[src/hdl/otm_regs.svh]
/*
 * Register indices, field positions, reset values and counts for the
 * over-temperature trip register slice.
 * Assumes each index is one 32-bit word on the bus: byte address = 4*index.
 */
`ifndef OTM_REGS_SVH
`define OTM_REGS_SVH

// register indices, byte address is four times the index
`define OTM_IDX_RSV_READBACK  8'hBD
`define OTM_IDX_RSV_CFG_BF    8'hBF
`define OTM_IDX_RSV_CFG_C0    8'hC0
`define OTM_IDX_MASTER_CTRL   8'hC1
`define OTM_IDX_LIMIT_ZONE1   8'hC4
`define OTM_IDX_LIMIT_ZONE3   8'hC5
`define OTM_IDX_LIMIT_ZONE2   8'hC9
`define OTM_IDX_ZONE_STATUS   8'hCA
`define OTM_IDX_ZONE_OUT_EN   8'hCB
`define OTM_IDX_ZONE_IRQ_EN   8'hCE
`define OTM_IDX_FAN1_CEILING  8'hD1
`define OTM_IDX_FAN2_CEILING  8'hD6
`define OTM_IDX_FAN3_CEILING  8'hDB

// word index field of haddr
`define OTM_ADDR_IDX_LSB      2
`define OTM_ADDR_IDX_MSB      9

// field positions
`define OTM_MASTER_EN_BIT     1
`define OTM_ZB_AMBIENT        0
`define OTM_ZB_DIODE_ONE      1
`define OTM_ZB_DIODE_TWO      2

// reset values
`define OTM_RST_MASTER_CTRL   8'h01
`define OTM_RST_LIMIT         8'h7F
`define OTM_RST_ZONE_STATUS   3'h0
`define OTM_RST_ZONE_OUT_EN   3'h0
`define OTM_RST_ZONE_IRQ_EN   3'h0
`define OTM_RST_FAN_CEILING   8'hFF
`define OTM_RST_RSV_CFG       8'h00
`define OTM_RST_RSV_READBACK  8'h00

// successive over-limit monitoring cycles before a zone counts as tripped
`define OTM_TRIP_HITS         2'h2

`endif

[src/hdl/otm_pkg.sv]
/*
 * Types shared by the over-temperature trip register slice.
 * Assumes the constants header is included by the design files.
 */
package otm_pkg;

	typedef logic [7:0] otm_byte_t;
	typedef logic [2:0] otm_zones_t;

	// bus slave: idle/write data phase, or one wait cycle for a read
	typedef enum logic [1:0] {
		OTM_BUS_IDLE   = 2'b01,
		OTM_BUS_RDWAIT = 2'b10
	} otm_bus_e;

endpackage

[src/hdl/otm_zone_filter.sv]
/*
 * One temperature zone: compares each monitoring-cycle reading against the
 * trip limit and reports the zone hot after successive over-limit cycles.
 * Assumes reading, limit and the cycle strobe come from logic on hclk.
 */
`timescale 1ns/1ps
`default_nettype none
`include "otm_regs.svh"

module otm_zone_filter
	import otm_pkg::*;
(
	input  wire logic      hclk,
	input  wire logic      hresetn,
	input  wire logic      clk_en,
	input  wire logic      sample,
	input  wire otm_byte_t reading,
	input  wire otm_byte_t trip_limit,
	output logic           zone_hot
);

	logic [1:0] hits_q;
	logic       over_now;

	// readings and limits are two's complement degrees
	assign over_now = $signed(reading) > $signed(trip_limit);

	always_ff @(posedge hclk or negedge hresetn) begin
		if (!hresetn) begin
			hits_q <= 2'h0;
		end else if (clk_en && sample) begin
			if (!over_now) begin
				hits_q <= 2'h0;
			end else if (hits_q != `OTM_TRIP_HITS) begin
				hits_q <= hits_q + 2'h1;
			end
		end
	end

	assign zone_hot = (hits_q == `OTM_TRIP_HITS);
endmodule

`default_nettype wire

[src/hdl/otm_trip_regs.sv]
/*
 * Over-temperature trip register slice behind an AHB-Lite slave: trip
 * limits, output enables, sticky zone status, interrupt enables, fan duty
 * ceilings and the active-low trip pin.
 * Assumes readings, the monitoring-cycle strobe and the lock level come
 * from logic on hclk; supply_good_in is an asynchronous pin.
 */
// Our own choice: the AHB-Lite register port.
`timescale 1ns/1ps
`default_nettype none
`include "otm_regs.svh"

// Behaviour
// - master enable bit 1 gates trip pin
// - three read/write 8-bit zone trip limits
// - lock freezes limits, output enables, fan ceilings
// - trip limit separate from interrupt high limit
// - reading above limit sets zone status
// - two successive over-limit cycles needed
// - output enable gates pin, status always recorded
// - write one clears only inactive events
// - supply-good rising edge clears status
// - status sticky until software clears
// - status bits: diode two, diode one, ambient
// - per-zone output enables, default off
// - three fan duty ceilings, reset full scale
module otm_trip_regs
	import otm_pkg::*;
(
	input  wire logic        hclk,
	input  wire logic        hresetn,
	input  wire logic        clk_en,
	input  wire logic        hsel,
	input  wire logic [31:0] haddr,
	input  wire logic [1:0]  htrans,
	input  wire logic        hwrite,
	input  wire logic [2:0]  hsize,
	input  wire logic [31:0] hwdata,
	input  wire logic        hready,
	output logic             hreadyout,
	output logic [31:0]      hrdata,
	output logic             hresp,
	input  wire logic        monitor_cycle_done,
	input  wire otm_byte_t   temp_ambient,
	input  wire otm_byte_t   temp_diode_one,
	input  wire otm_byte_t   temp_diode_two,
	input  wire logic        config_lock,
	input  wire logic        supply_good_in,
	output logic             overtemp_trip_out_n,
	output logic             irq_out,
	output otm_byte_t        fan1_duty_ceiling,
	output otm_byte_t        fan2_duty_ceiling,
	output otm_byte_t        fan3_duty_ceiling
);

	otm_bus_e        bus_q;
	logic            wr_pend_q;
	otm_byte_t       idx_q;
	logic            hreadyout_q;
	logic [31:0]     hrdata_q;
	logic            accept;
	otm_byte_t       acc_idx;

	otm_byte_t       master_q;
	logic [2:0][7:0] lim_q;
	otm_zones_t      out_en_q;
	otm_zones_t      irq_en_q;
	otm_zones_t      status_q;
	logic [2:0][7:0] fan_q;
	otm_byte_t       rsv_bf_q;
	otm_byte_t       rsv_c0_q;
	logic            trip_n_q;
	logic            irq_q;

	logic            sg_meta_q;
	logic            sg_sync_q;
	logic            sg_prev_q;
	logic            sg_rise;

	otm_zones_t      zone_hot;
	otm_byte_t       zone_reading [3];
	logic            wr_cfg_ok;
	logic            wr_status;
	otm_zones_t      status_clr;
	otm_zones_t      status_d;
	otm_byte_t       rd_val;

	// bus slave
	// hsize is not checked: only whole-word single transfers are expected
	assign acc_idx = haddr[`OTM_ADDR_IDX_MSB:`OTM_ADDR_IDX_LSB];
	assign accept  = hsel && htrans[1] && hready;

	always_ff @(posedge hclk or negedge hresetn) begin
		if (!hresetn) begin
			bus_q       <= OTM_BUS_IDLE;
			wr_pend_q   <= 1'b0;
			idx_q       <= 8'h00;
			hreadyout_q <= 1'b1;
		end else if (clk_en) begin
			unique case (bus_q)
				OTM_BUS_IDLE: begin
					wr_pend_q <= accept && hwrite;
					if (accept) begin
						idx_q <= acc_idx;
					end
					// one wait cycle lets a read see a write just before it
					if (accept && !hwrite) begin
						bus_q       <= OTM_BUS_RDWAIT;
						hreadyout_q <= 1'b0;
					end
				end
				OTM_BUS_RDWAIT: begin
					wr_pend_q   <= 1'b0;
					bus_q       <= OTM_BUS_IDLE;
					hreadyout_q <= 1'b1;
				end
			endcase
		end
	end

	always_ff @(posedge hclk or negedge hresetn) begin
		if (!hresetn) begin
			hrdata_q <= 32'h0000_0000;
		end else if (clk_en && bus_q == OTM_BUS_RDWAIT) begin
			hrdata_q <= {24'h00_0000, rd_val};
		end
	end

	assign hreadyout = hreadyout_q;
	assign hrdata    = hrdata_q;
	assign hresp     = 1'b0;

	// write side effects are applied in the write data phase
	assign wr_cfg_ok = wr_pend_q && !config_lock;
	assign wr_status = wr_pend_q && idx_q == `OTM_IDX_ZONE_STATUS;

	always_comb begin
		rd_val = 8'h00;
		case (idx_q)
			`OTM_IDX_RSV_READBACK: rd_val = `OTM_RST_RSV_READBACK;
			`OTM_IDX_RSV_CFG_BF:   rd_val = rsv_bf_q;
			`OTM_IDX_RSV_CFG_C0:   rd_val = rsv_c0_q;
			`OTM_IDX_MASTER_CTRL:  rd_val = master_q;
			`OTM_IDX_LIMIT_ZONE1:  rd_val = lim_q[`OTM_ZB_DIODE_ONE];
			`OTM_IDX_LIMIT_ZONE2:  rd_val = lim_q[`OTM_ZB_AMBIENT];
			`OTM_IDX_LIMIT_ZONE3:  rd_val = lim_q[`OTM_ZB_DIODE_TWO];
			`OTM_IDX_ZONE_STATUS:  rd_val = {5'h00, status_q};
			`OTM_IDX_ZONE_OUT_EN:  rd_val = {5'h00, out_en_q};
			`OTM_IDX_ZONE_IRQ_EN:  rd_val = {5'h00, irq_en_q};
			`OTM_IDX_FAN1_CEILING: rd_val = fan_q[0];
			`OTM_IDX_FAN2_CEILING: rd_val = fan_q[1];
			`OTM_IDX_FAN3_CEILING: rd_val = fan_q[2];
			default:               rd_val = 8'h00;
		endcase
	end

	// configuration that is never locked
	always_ff @(posedge hclk or negedge hresetn) begin
		if (!hresetn) begin
			master_q <= `OTM_RST_MASTER_CTRL;
			irq_en_q <= `OTM_RST_ZONE_IRQ_EN;
			rsv_bf_q <= `OTM_RST_RSV_CFG;
			rsv_c0_q <= `OTM_RST_RSV_CFG;
		end else if (clk_en && wr_pend_q) begin
			case (idx_q)
				`OTM_IDX_MASTER_CTRL: master_q <= hwdata[7:0];
				`OTM_IDX_ZONE_IRQ_EN: irq_en_q <= hwdata[2:0];
				// stored only; their meaning is left to software
				`OTM_IDX_RSV_CFG_BF:  rsv_bf_q <= hwdata[7:0];
				`OTM_IDX_RSV_CFG_C0:  rsv_c0_q <= hwdata[7:0];
				default: ;
			endcase
		end
	end

	// lockable configuration: trip limits, output enables, fan ceilings
	always_ff @(posedge hclk or negedge hresetn) begin
		if (!hresetn) begin
			lim_q    <= {3{`OTM_RST_LIMIT}};
			out_en_q <= `OTM_RST_ZONE_OUT_EN;
			fan_q    <= {3{`OTM_RST_FAN_CEILING}};
		end else if (clk_en && wr_cfg_ok) begin
			case (idx_q)
				`OTM_IDX_LIMIT_ZONE1:  lim_q[`OTM_ZB_DIODE_ONE] <= hwdata[7:0];
				`OTM_IDX_LIMIT_ZONE2:  lim_q[`OTM_ZB_AMBIENT]   <= hwdata[7:0];
				`OTM_IDX_LIMIT_ZONE3:  lim_q[`OTM_ZB_DIODE_TWO] <= hwdata[7:0];
				`OTM_IDX_ZONE_OUT_EN:  out_en_q <= hwdata[2:0];
				`OTM_IDX_FAN1_CEILING: fan_q[0] <= hwdata[7:0];
				`OTM_IDX_FAN2_CEILING: fan_q[1] <= hwdata[7:0];
				`OTM_IDX_FAN3_CEILING: fan_q[2] <= hwdata[7:0];
				default: ;
			endcase
		end
	end

	assign fan1_duty_ceiling = fan_q[0];
	assign fan2_duty_ceiling = fan_q[1];
	assign fan3_duty_ceiling = fan_q[2];

	// zone comparison, one filter per status bit
	assign zone_reading[`OTM_ZB_AMBIENT]   = temp_ambient;
	assign zone_reading[`OTM_ZB_DIODE_ONE] = temp_diode_one;
	assign zone_reading[`OTM_ZB_DIODE_TWO] = temp_diode_two;

	for (genvar z = 0; z < 3; z++) begin : g_zone
		// compares against the trip limit only, never the interrupt limit
		otm_zone_filter u_filter (
			.hclk       (hclk),
			.hresetn    (hresetn),
			.clk_en     (clk_en),
			.sample     (monitor_cycle_done),
			.reading    (zone_reading[z]),
			.trip_limit (lim_q[z]),
			.zone_hot   (zone_hot[z])
		);
	end

	// supply-good pin synchroniser and rising edge
	always_ff @(posedge hclk or negedge hresetn) begin
		if (!hresetn) begin
			sg_meta_q <= 1'b0;
			sg_sync_q <= 1'b0;
			sg_prev_q <= 1'b0;
		end else if (clk_en) begin
			sg_meta_q <= supply_good_in;
			sg_sync_q <= sg_meta_q;
			sg_prev_q <= sg_sync_q;
		end
	end

	assign sg_rise = sg_sync_q && !sg_prev_q;

	// sticky status; a hot zone refuses the clear, so set wins
	assign status_clr = wr_status ? hwdata[2:0] & ~zone_hot : 3'h0;

	always_comb begin
		status_d = (status_q & ~status_clr) | zone_hot;
		if (sg_rise) begin
			status_d = `OTM_RST_ZONE_STATUS;
		end
	end

	always_ff @(posedge hclk or negedge hresetn) begin
		if (!hresetn) begin
			status_q <= `OTM_RST_ZONE_STATUS;
		end else if (clk_en) begin
			status_q <= status_d;
		end
	end

	// pin and interrupt, both registered
	always_ff @(posedge hclk or negedge hresetn) begin
		if (!hresetn) begin
			trip_n_q <= 1'b1;
			irq_q    <= 1'b0;
		end else if (clk_en) begin
			trip_n_q <= !(master_q[`OTM_MASTER_EN_BIT]
				&& |(status_q & out_en_q));
			irq_q    <= |(status_q & irq_en_q);
		end
	end

	assign overtemp_trip_out_n = trip_n_q;
	assign irq_out             = irq_q;
endmodule

`default_nettype wire

[config.mk]
export PLATFORM = sky130hd
export DESIGN_NAME = otm_trip_regs
export DESIGN_NICKNAME = d
export VERILOG_FILES = /design/src/hdl/otm_pkg.sv /design/src/hdl/otm_zone_filter.sv /design/src/hdl/otm_trip_regs.sv
export VERILOG_INCLUDE_DIRS = /design/src /design/src/hdl
export SDC_FILE = /design/constraint.sdc
export NUM_CORES = 1
export LEC_CHECK = 0
export ABC_AREA = 1
export BUFFER_PORTS_ARGS = -buffer_cell sky130_fd_sc_hd__buf_2
export CAP_MARGIN = 10
export CORE_MARGIN = 8
export CORE_UTILIZATION = 60
export CTS_BUF_LIST = sky130_fd_sc_hd__clkbuf_4
export CTS_CLUSTER_DIAMETER = 200
export CTS_CLUSTER_SIZE = 25
export DETAILED_ROUTE_END_ITERATION = 10
export MAX_ROUTING_LAYER = met4
export PLACE_DENSITY = 0.95
export SLEW_MARGIN = 10
export SYNTH_ARGS = -nofsm -noshare
export SYNTH_HDL_FRONTEND = slang
export SYNTH_HIERARCHICAL = 1
export SYNTH_SLANG_ARGS = --single-unit
[constraint.sdc]
create_clock -name hclk -period 4.4 [get_ports hclk]
set_input_delay 0.22 -clock hclk [delete_from_list [all_inputs] [get_ports hclk]]
set_output_delay 0.22 -clock hclk [all_outputs]
set_load 0.02 [all_outputs]
==> results of run 1 <==
==> report_power, final <==
part | internal, mW | leakage (nW) | switching (mW) | total [mW]
Clock | 0.187 | 0.0711 | 0.327 | 0.514
Combinational | 0.149 | 2.04 | 0.393 | 0.542
Sequential | 1.11 | 1.33 | 0.0749 | 1.19
Total | 1.45 | 3.43 | 0.795 | 2.24
==> cell usage after synthesis (9+ instances only) <==
master	number	area [µm²]
nand2_1	228	856
nand3_1	80	400
dfrtp_1	63	1580
inv_1	63	236
dfstp_2	48	1260
o21ai_1	43	215
nor2_1	40	150
o21ai_0	35	175
buf_4	30	225
ha_1	27	338
a21oi_1	20	100
nand2_2	14	87.6
nor2_2	14	87.6
nand4_1	12	75.1
inv_2	10	37.5
buf_2	9	45.0
==> metrics by stage <==
step	worst slack, ns	cell area [µm²]	hold WS [ns]
2_1_floorplan	2.84	6430	-0.0756
3_3_place_gp	2.16	6670	0.397
3_5_place_dp	2.12	6670	0.404
4_1_cts	2.10	6840	0.00102
5_1_grt	1.82	6840	0.0147
6_report	2.07	6840	0.00538
==> worst max-delay path, cell delays in order (launching register included) <==
cell	delay, ns
dfrtp_1	0.42
inv_1	0.08
nand2_1	0.09
nor2_4	0.89
nand2_1	0.16
inv_2	0.16
nand2_2	0.21
nand2_1	0.14
o21ai_1	0.07
==> final cells by class <==
cell class / instances / area [µm²]
flip-flops and latches: 111 / 2840
multi-input cells: 571 / 2950
clock buffers: 11 / 82.6
well taps: 136 / 170
repair buffers: 88 / 460
clock inverters: 5 / 57.6
inverters: 74 / 280
fillers: 835 / 3440
==> worst min path at each step <==
| stage | endpoint | slack (ns) | depth (start not counted) |
|---|---|---|---|
| after floorplan | bus_q[1]$_DFFE_PN0P_ | -0.08 | 0 |
| after global placement | sg_meta_q$_DFFE_PN0P_ | 0.40 | 1 |
| after detailed placement | sg_sync_q$_DFFE_PN0P_ | 0.40 | 1 |
| after CTS | idx_q[4]$_DFFE_PN0P_ | 0.001 | 3 |
| after global routing | idx_q[4]$_DFFE_PN0P_ | 0.01 | 3 |
| final | idx_q[4]$_DFFE_PN0P_ | 0.005 | 3 |
==> routing by layer <==
layer / part of all wire / wire, µm / up-vias / track usage
met2: 0.48 / 7310 / 240 / 0.371
met3: 0.079 / 1190 / 45 / 0.0383
met4: 0.037 / 562 / 0 / 0.105
met1: 0.40 / 6060 / 2521 / 0.271
met5: 0 / 0 / - / -
li1: - / - / 2630 / -
==> state kept, by name, summed over array words and instances, names as in the netlist, 3 cells and up <==
register,count
rsv_bf_q,8
master_q,8
fan1_duty_ceiling,8
out_en_q,3
fan2_duty_ceiling,8
rsv_c0_q,8
fan3_duty_ceiling,8
idx_q,8
irq_en_q,3
status_q,3
lim_q,24
hrdata,8
g_zone.u_filter/hits_q,6
==> what timing repair did <==
item                                   4_1_cts  5_1_grt
hold buffers                                 3        0
gates resized for setup                      0        0
endpoints found under the hold margin       40        0
==> logic make-up (layout without fill, tap and decap cells) <==
| kind of cell | count (synthesis) | in the layout | share of synthesized area |
|---|---|---|---|
| flip-flops | 111 | 111 | 0.447 |
| AO/OA/AOI/OAI | 112 | 112 | 0.0951 |
| AND/OR/NAND/NOR | 406 | 406 | 0.300 |
| buffers and inverters | 122 | 178 | 0.102 |
| multiplexers | 1 | 1 | 0.00177 |
| adder cells (fa/ha/maj) | 27 | 27 | 0.0532 |
| other | 1 | 25 | 0.000591 |
==> metrics, run 1 <==
Area Growth Syn to Fin 7.81%; post-DP HPWL 11.2 mm; commonest cells after routing, fill and taps aside 228 x nand2_1, 83 x buf_2, 80 x nand3_1, 63 x inv_1, 63 x dfrtp_1; post-route ant nets 0; CP endpoint lim_q[7]$_DFFE_PN0P_; EDFF count, synth 0; Total GRT Usage 0.227; timing-limited maximum frequency approximately 0.43 GHz; first-pass GRT wire length 25.8 mm; setup TNS 0 ns; Slew Limit Fails 0; Vert. Die Dim approximately 120 µm; Worst Path Required 4.76 ns; sequential fraction of the synthesis area 0.447; R2R depth 8; Final Hold Viols 0; Final Core Density 0.666; WS Path Type flop to flop; critical path startpoint idx_q[4]$_DFFE_PN0P_; most common cell after layout, fill and taps aside nand2_1; # rows 37; synth unique cells 32; setup slack, reg-to-reg 2.07 ns; layout cell share with drive strength beyond 1 0.249; status completed; drt wl/cell between 15 and 20 µm; reg2reg end lim_q[7]$_DFFE_PN0P_; pin count of the biggest net entering global routing between 70 and 80; Chip Width 119 µm; Starting Density 0.617; Tmin final ~2.3 ns; pwr dens around 330 nW/µm²; crit-path max FO 47; Vias/cell 5.46; cell leakage power 3.43 nW; final setup violating endpoints 0; Synth Instances 780; r2r startpoint idx_q[4]$_DFFE_PN0P_; Core Box Area 10300 µm²; fin crit share 0.529; number of global-route vias before repair 5487; port bufs between 80 and 90; asr flop ratio synth 1.00; Tot Pwr 2.24 mW; CP startpoint kind flop; DR pass1 iterations 5; TritonCTS clock tree done; Syn Area/Cell 8.13 µm²; Vias 5436; GPL Wtd Cong 0.941; CTS Buf Count 9; Final Net Count 984; Yosys warning count 6; Total Wirelength 15.1 mm; Worst setup EP type flop; placed cells roughly 980; IO Pins 162; Reg clk slew, reported paths roughly 0.16 ns; initial antenna violation count 0; total setup buffers inserted after CTS 0; DR iter-0 viols 474; RSZ-0062 raised after global routing false; Arr. time, crit path 2.69 ns; Mapped Area roughly 6300 µm²; Yosys reg bits ~110; DRC viols 0; clock sinks 111; final clock skew 0.0165 ns; aggregate global routing overflow 0; max_cap viols 0; Clock Latency Late Sink 0.47 ns; antenna cells 0; H-tree Lvls 3; deepest clock path buffer count 2; Max-slew headroom 0.204; worst slew pin tran 1.19 ns; Final Instance Count excl. Fillers 996; Most used DFF post-synth dfrtp_1; die area around 14000 µm²; Root Buffer clkbuf_4; Hold Path Origin haddr[6]; Hold Path Class primary input to flop; Worst VDD drop 0.225 mV
No activity file was read; power rests on OpenSTA's default activity.
==> inputs of run 2 (changes only) <==
Settings changed: CORE_UTILIZATION 60 to 50, PLACE_DENSITY 0.95 to 0.88.
Clock period 4.4 ns to 2 ns, I/O delays scaled along.
==> run 2 against run 1 <==
Sequential share of layout area decreased by 1.3 points. Clock skew is 0.0043 ns higher. Clock power grew 94%. Highest routed layer unchanged. Critical path type unchanged. Combinational power rose by 130%. Non-clock buffer count up 18. Global-route usage fell by 2.7 points. Critical path depth grew 2.
==> metrics, run 2 (synthesis results as in run 1) <==
aggregate global routing overflow 0; Total Wirelength 15.7 mm; number of global-route vias before repair 5311; status completed; Vert. Die Dim approximately 130 µm; Largest register FFs 24; NetSw 1.78 mW; Vias 5457; Clock power frac 0.205; combinational fraction of design power 0.257; H-tree Lvls 3; Total GRT Usage 0.200; clock sinks roughly 110; timing-limited maximum frequency approximately 0.56 GHz; cell leakage power approximately 3.5 nW; r2r startpoint lim_q[13]$_DFFE_PN1P_; deepest clock path buffer count 2; Top reg by flops lim_q; antenna cells 0; Final Hold Viols 0; Core Box Area around 13000 µm²; fin crit share 0.885; setup TNS 0 ns; Arr. time, crit path 2.17 ns; DR pass1 iterations 5; WS Path Type flop to flop; GPL Wtd Cong 0.886; hold path endpoint lim_q[14]$_DFFE_PN1P_; Hold Path Class primary input to flop; Worst VDD drop 0.409 mV; drt wl/cell 14.9 µm; commonest cells after routing, fill and taps aside 228 x nand2_1, 83 x buf_2, 80 x nand3_1, 63 x inv_1, 63 x dfrtp_1; max_cap viols 0; Vias/cell 5.20; DRC viols 0; RSZ-0062 raised after global routing false; Area Growth Syn to Fin 11.4%; die area 16600 µm²; R2R depth 10; pwr dens just under 700 nW/µm²; most common cell after layout, fill and taps aside nand2_1; Worst Hold Depth 3; post-route ant nets 0; IO Pins 162; Worst path max stage delay 0.57 ns; pin count of the biggest net entering global routing 48; Reg clk slew, reported paths 0.16 ns; Fin Hold WS 0.0298 ns; DR iter-0 viols about 620; CTS Buf Count 9; CP cell instances inv_1, ha_1, a21oi_1, nor2_1, nor2_2, nand3_1, nand4_1, nand2_1, nand2_1, nand2_1; final clock skew 0.0208 ns; crit-path max FO 3; critical path's most frequent cell nand2_1; initial antenna violation count 0; total setup buffers inserted after CTS 0; sw frac 0.366; Root Buffer clkbuf_4; first-pass GRT wire length 25.7 mm; Hold Path Origin hwdata[6]; Starting Density 0.507; CP startpoint kind flop; post-DP HPWL ~12 mm; Setup WS pre-CTS 0.262 ns; Power Internal 3.08 mW; layout cell share with drive strength beyond 1 0.248; Reg power frac 0.538; Slew Limit Fails 0; TritonCTS clock tree done; port bufs 84; setup slack, reg-to-reg between 0.2 and 0.25 ns; Tmin final ~1.8 ns; Worst setup EP type flop; slowest CP cell dfstp_2; final setup margin 0.230 ns; Worst Path Required 2.40 ns; filler instances around 1100; Chip Width 129 µm; Final Net Count 1002; reg2reg end g_zone[1].u_filter/hits_q[1]$_DFFE_PN0P_; # rows 41; final setup violating endpoints 0; Clock Latency Late Sink 0.49 ns
## run 2: changes by cell type in the layout (fill, tap and decap cells not counted), sizes merged
cell / previous run / this run
buf: 85 / 88
bufinv: 1 / 0
clkbuf: 11 / 10
clkinv: 1 / 3
clkinvlp: 2 / 3
dlygate4sd3: 3 / 18
inv: 75 / 74
## run 2: timing repair
| action | 4_1_cts | 5_1_grt |
|---|---|---|
| hold buffers | 18 | 0 |
| hold endpoints to repair | 96 | 0 |
| resized for setup | 0 | 0 |
## run 2: final cells by class
type | count | area [µm²] | area share
clock inverter | 6 | 37.5 | 0.00531
clock buffer | 10 | 75.1 | 0.0106
timing repair buffer | 106 | 671 | 0.0949
inverter | 74 | 280 | 0.0397
tap | 172 | 215 | 0.0304
sequential | 111 | 2840 | 0.401
multi-input combinational | 571 | 2950 | 0.418
## run 2: how the worst max path moves through the flow
stage                          start                                  endpoint  slack, ns  cells after the start
3_5_place_dp   lim_q[13]$_DFFE_PN1P_  g_zone[1].u_filter/hits_q[0]$_DFFE_PN0P_       0.26                     10
6_report       lim_q[13]$_DFFE_PN1P_  g_zone[1].u_filter/hits_q[1]$_DFFE_PN0P_       0.23                     10
3_3_place_gp   lim_q[13]$_DFFE_PN1P_  g_zone[1].u_filter/hits_q[1]$_DFFE_PN0P_       0.33                     10
4_1_cts        lim_q[13]$_DFFE_PN1P_  g_zone[1].u_filter/hits_q[1]$_DFFE_PN0P_       0.24                     10
2_1_floorplan  lim_q[21]$_DFFE_PN1P_  g_zone[2].u_filter/hits_q[1]$_DFFE_PN0P_       0.44                     10
5_1_grt        lim_q[13]$_DFFE_PN1P_  g_zone[1].u_filter/hits_q[0]$_DFFE_PN0P_       0.11                     10
## run 2: critical path, delay by kind of cell (launching register included)
kind | cells | cell delay, ns
buf+inv | 1 | 0.04
fa+ha+maj | 1 | 0.28
simple gates | 7 | 0.61
compound gates | 1 | 0.17
flops | 1 | 0.57
## run 2: power by group through the flow
stage / sequential (mW) / clock (mW) / combinational [mW]
after floorplan: 2.62 / 0 / 0.917
after global placement: 2.64 / 0 / 1.17
after detailed placement: 2.65 / 0 / 1.22
after CTS: 2.62 / 1.02 / 1.25
after global routing: 2.65 / 1.11 / 1.39
final: 2.62 / 0.997 / 1.25
## run 2: stage by stage
step	util	instances	area, µm²	total power, mW
floorplan	-	804	6430	3.54
global placement	0.541	1016	6780	3.80
detailed placement	0.541	1016	6780	3.87
CTS	0.565	1050	7070	4.88
global route	0.565	1050	7070	5.14
finish	0.565	1050	7070	4.86
## run 2: layer usage
metal  global-route usage  vias to the layer above  part of all wire
met5                    -                        -                 0
met4               0.0615                        0             0.020
met2                0.316                      213              0.49
met1                0.249                     2560              0.42
li1                     -                     2660                 -
met3               0.0496                       24             0.075
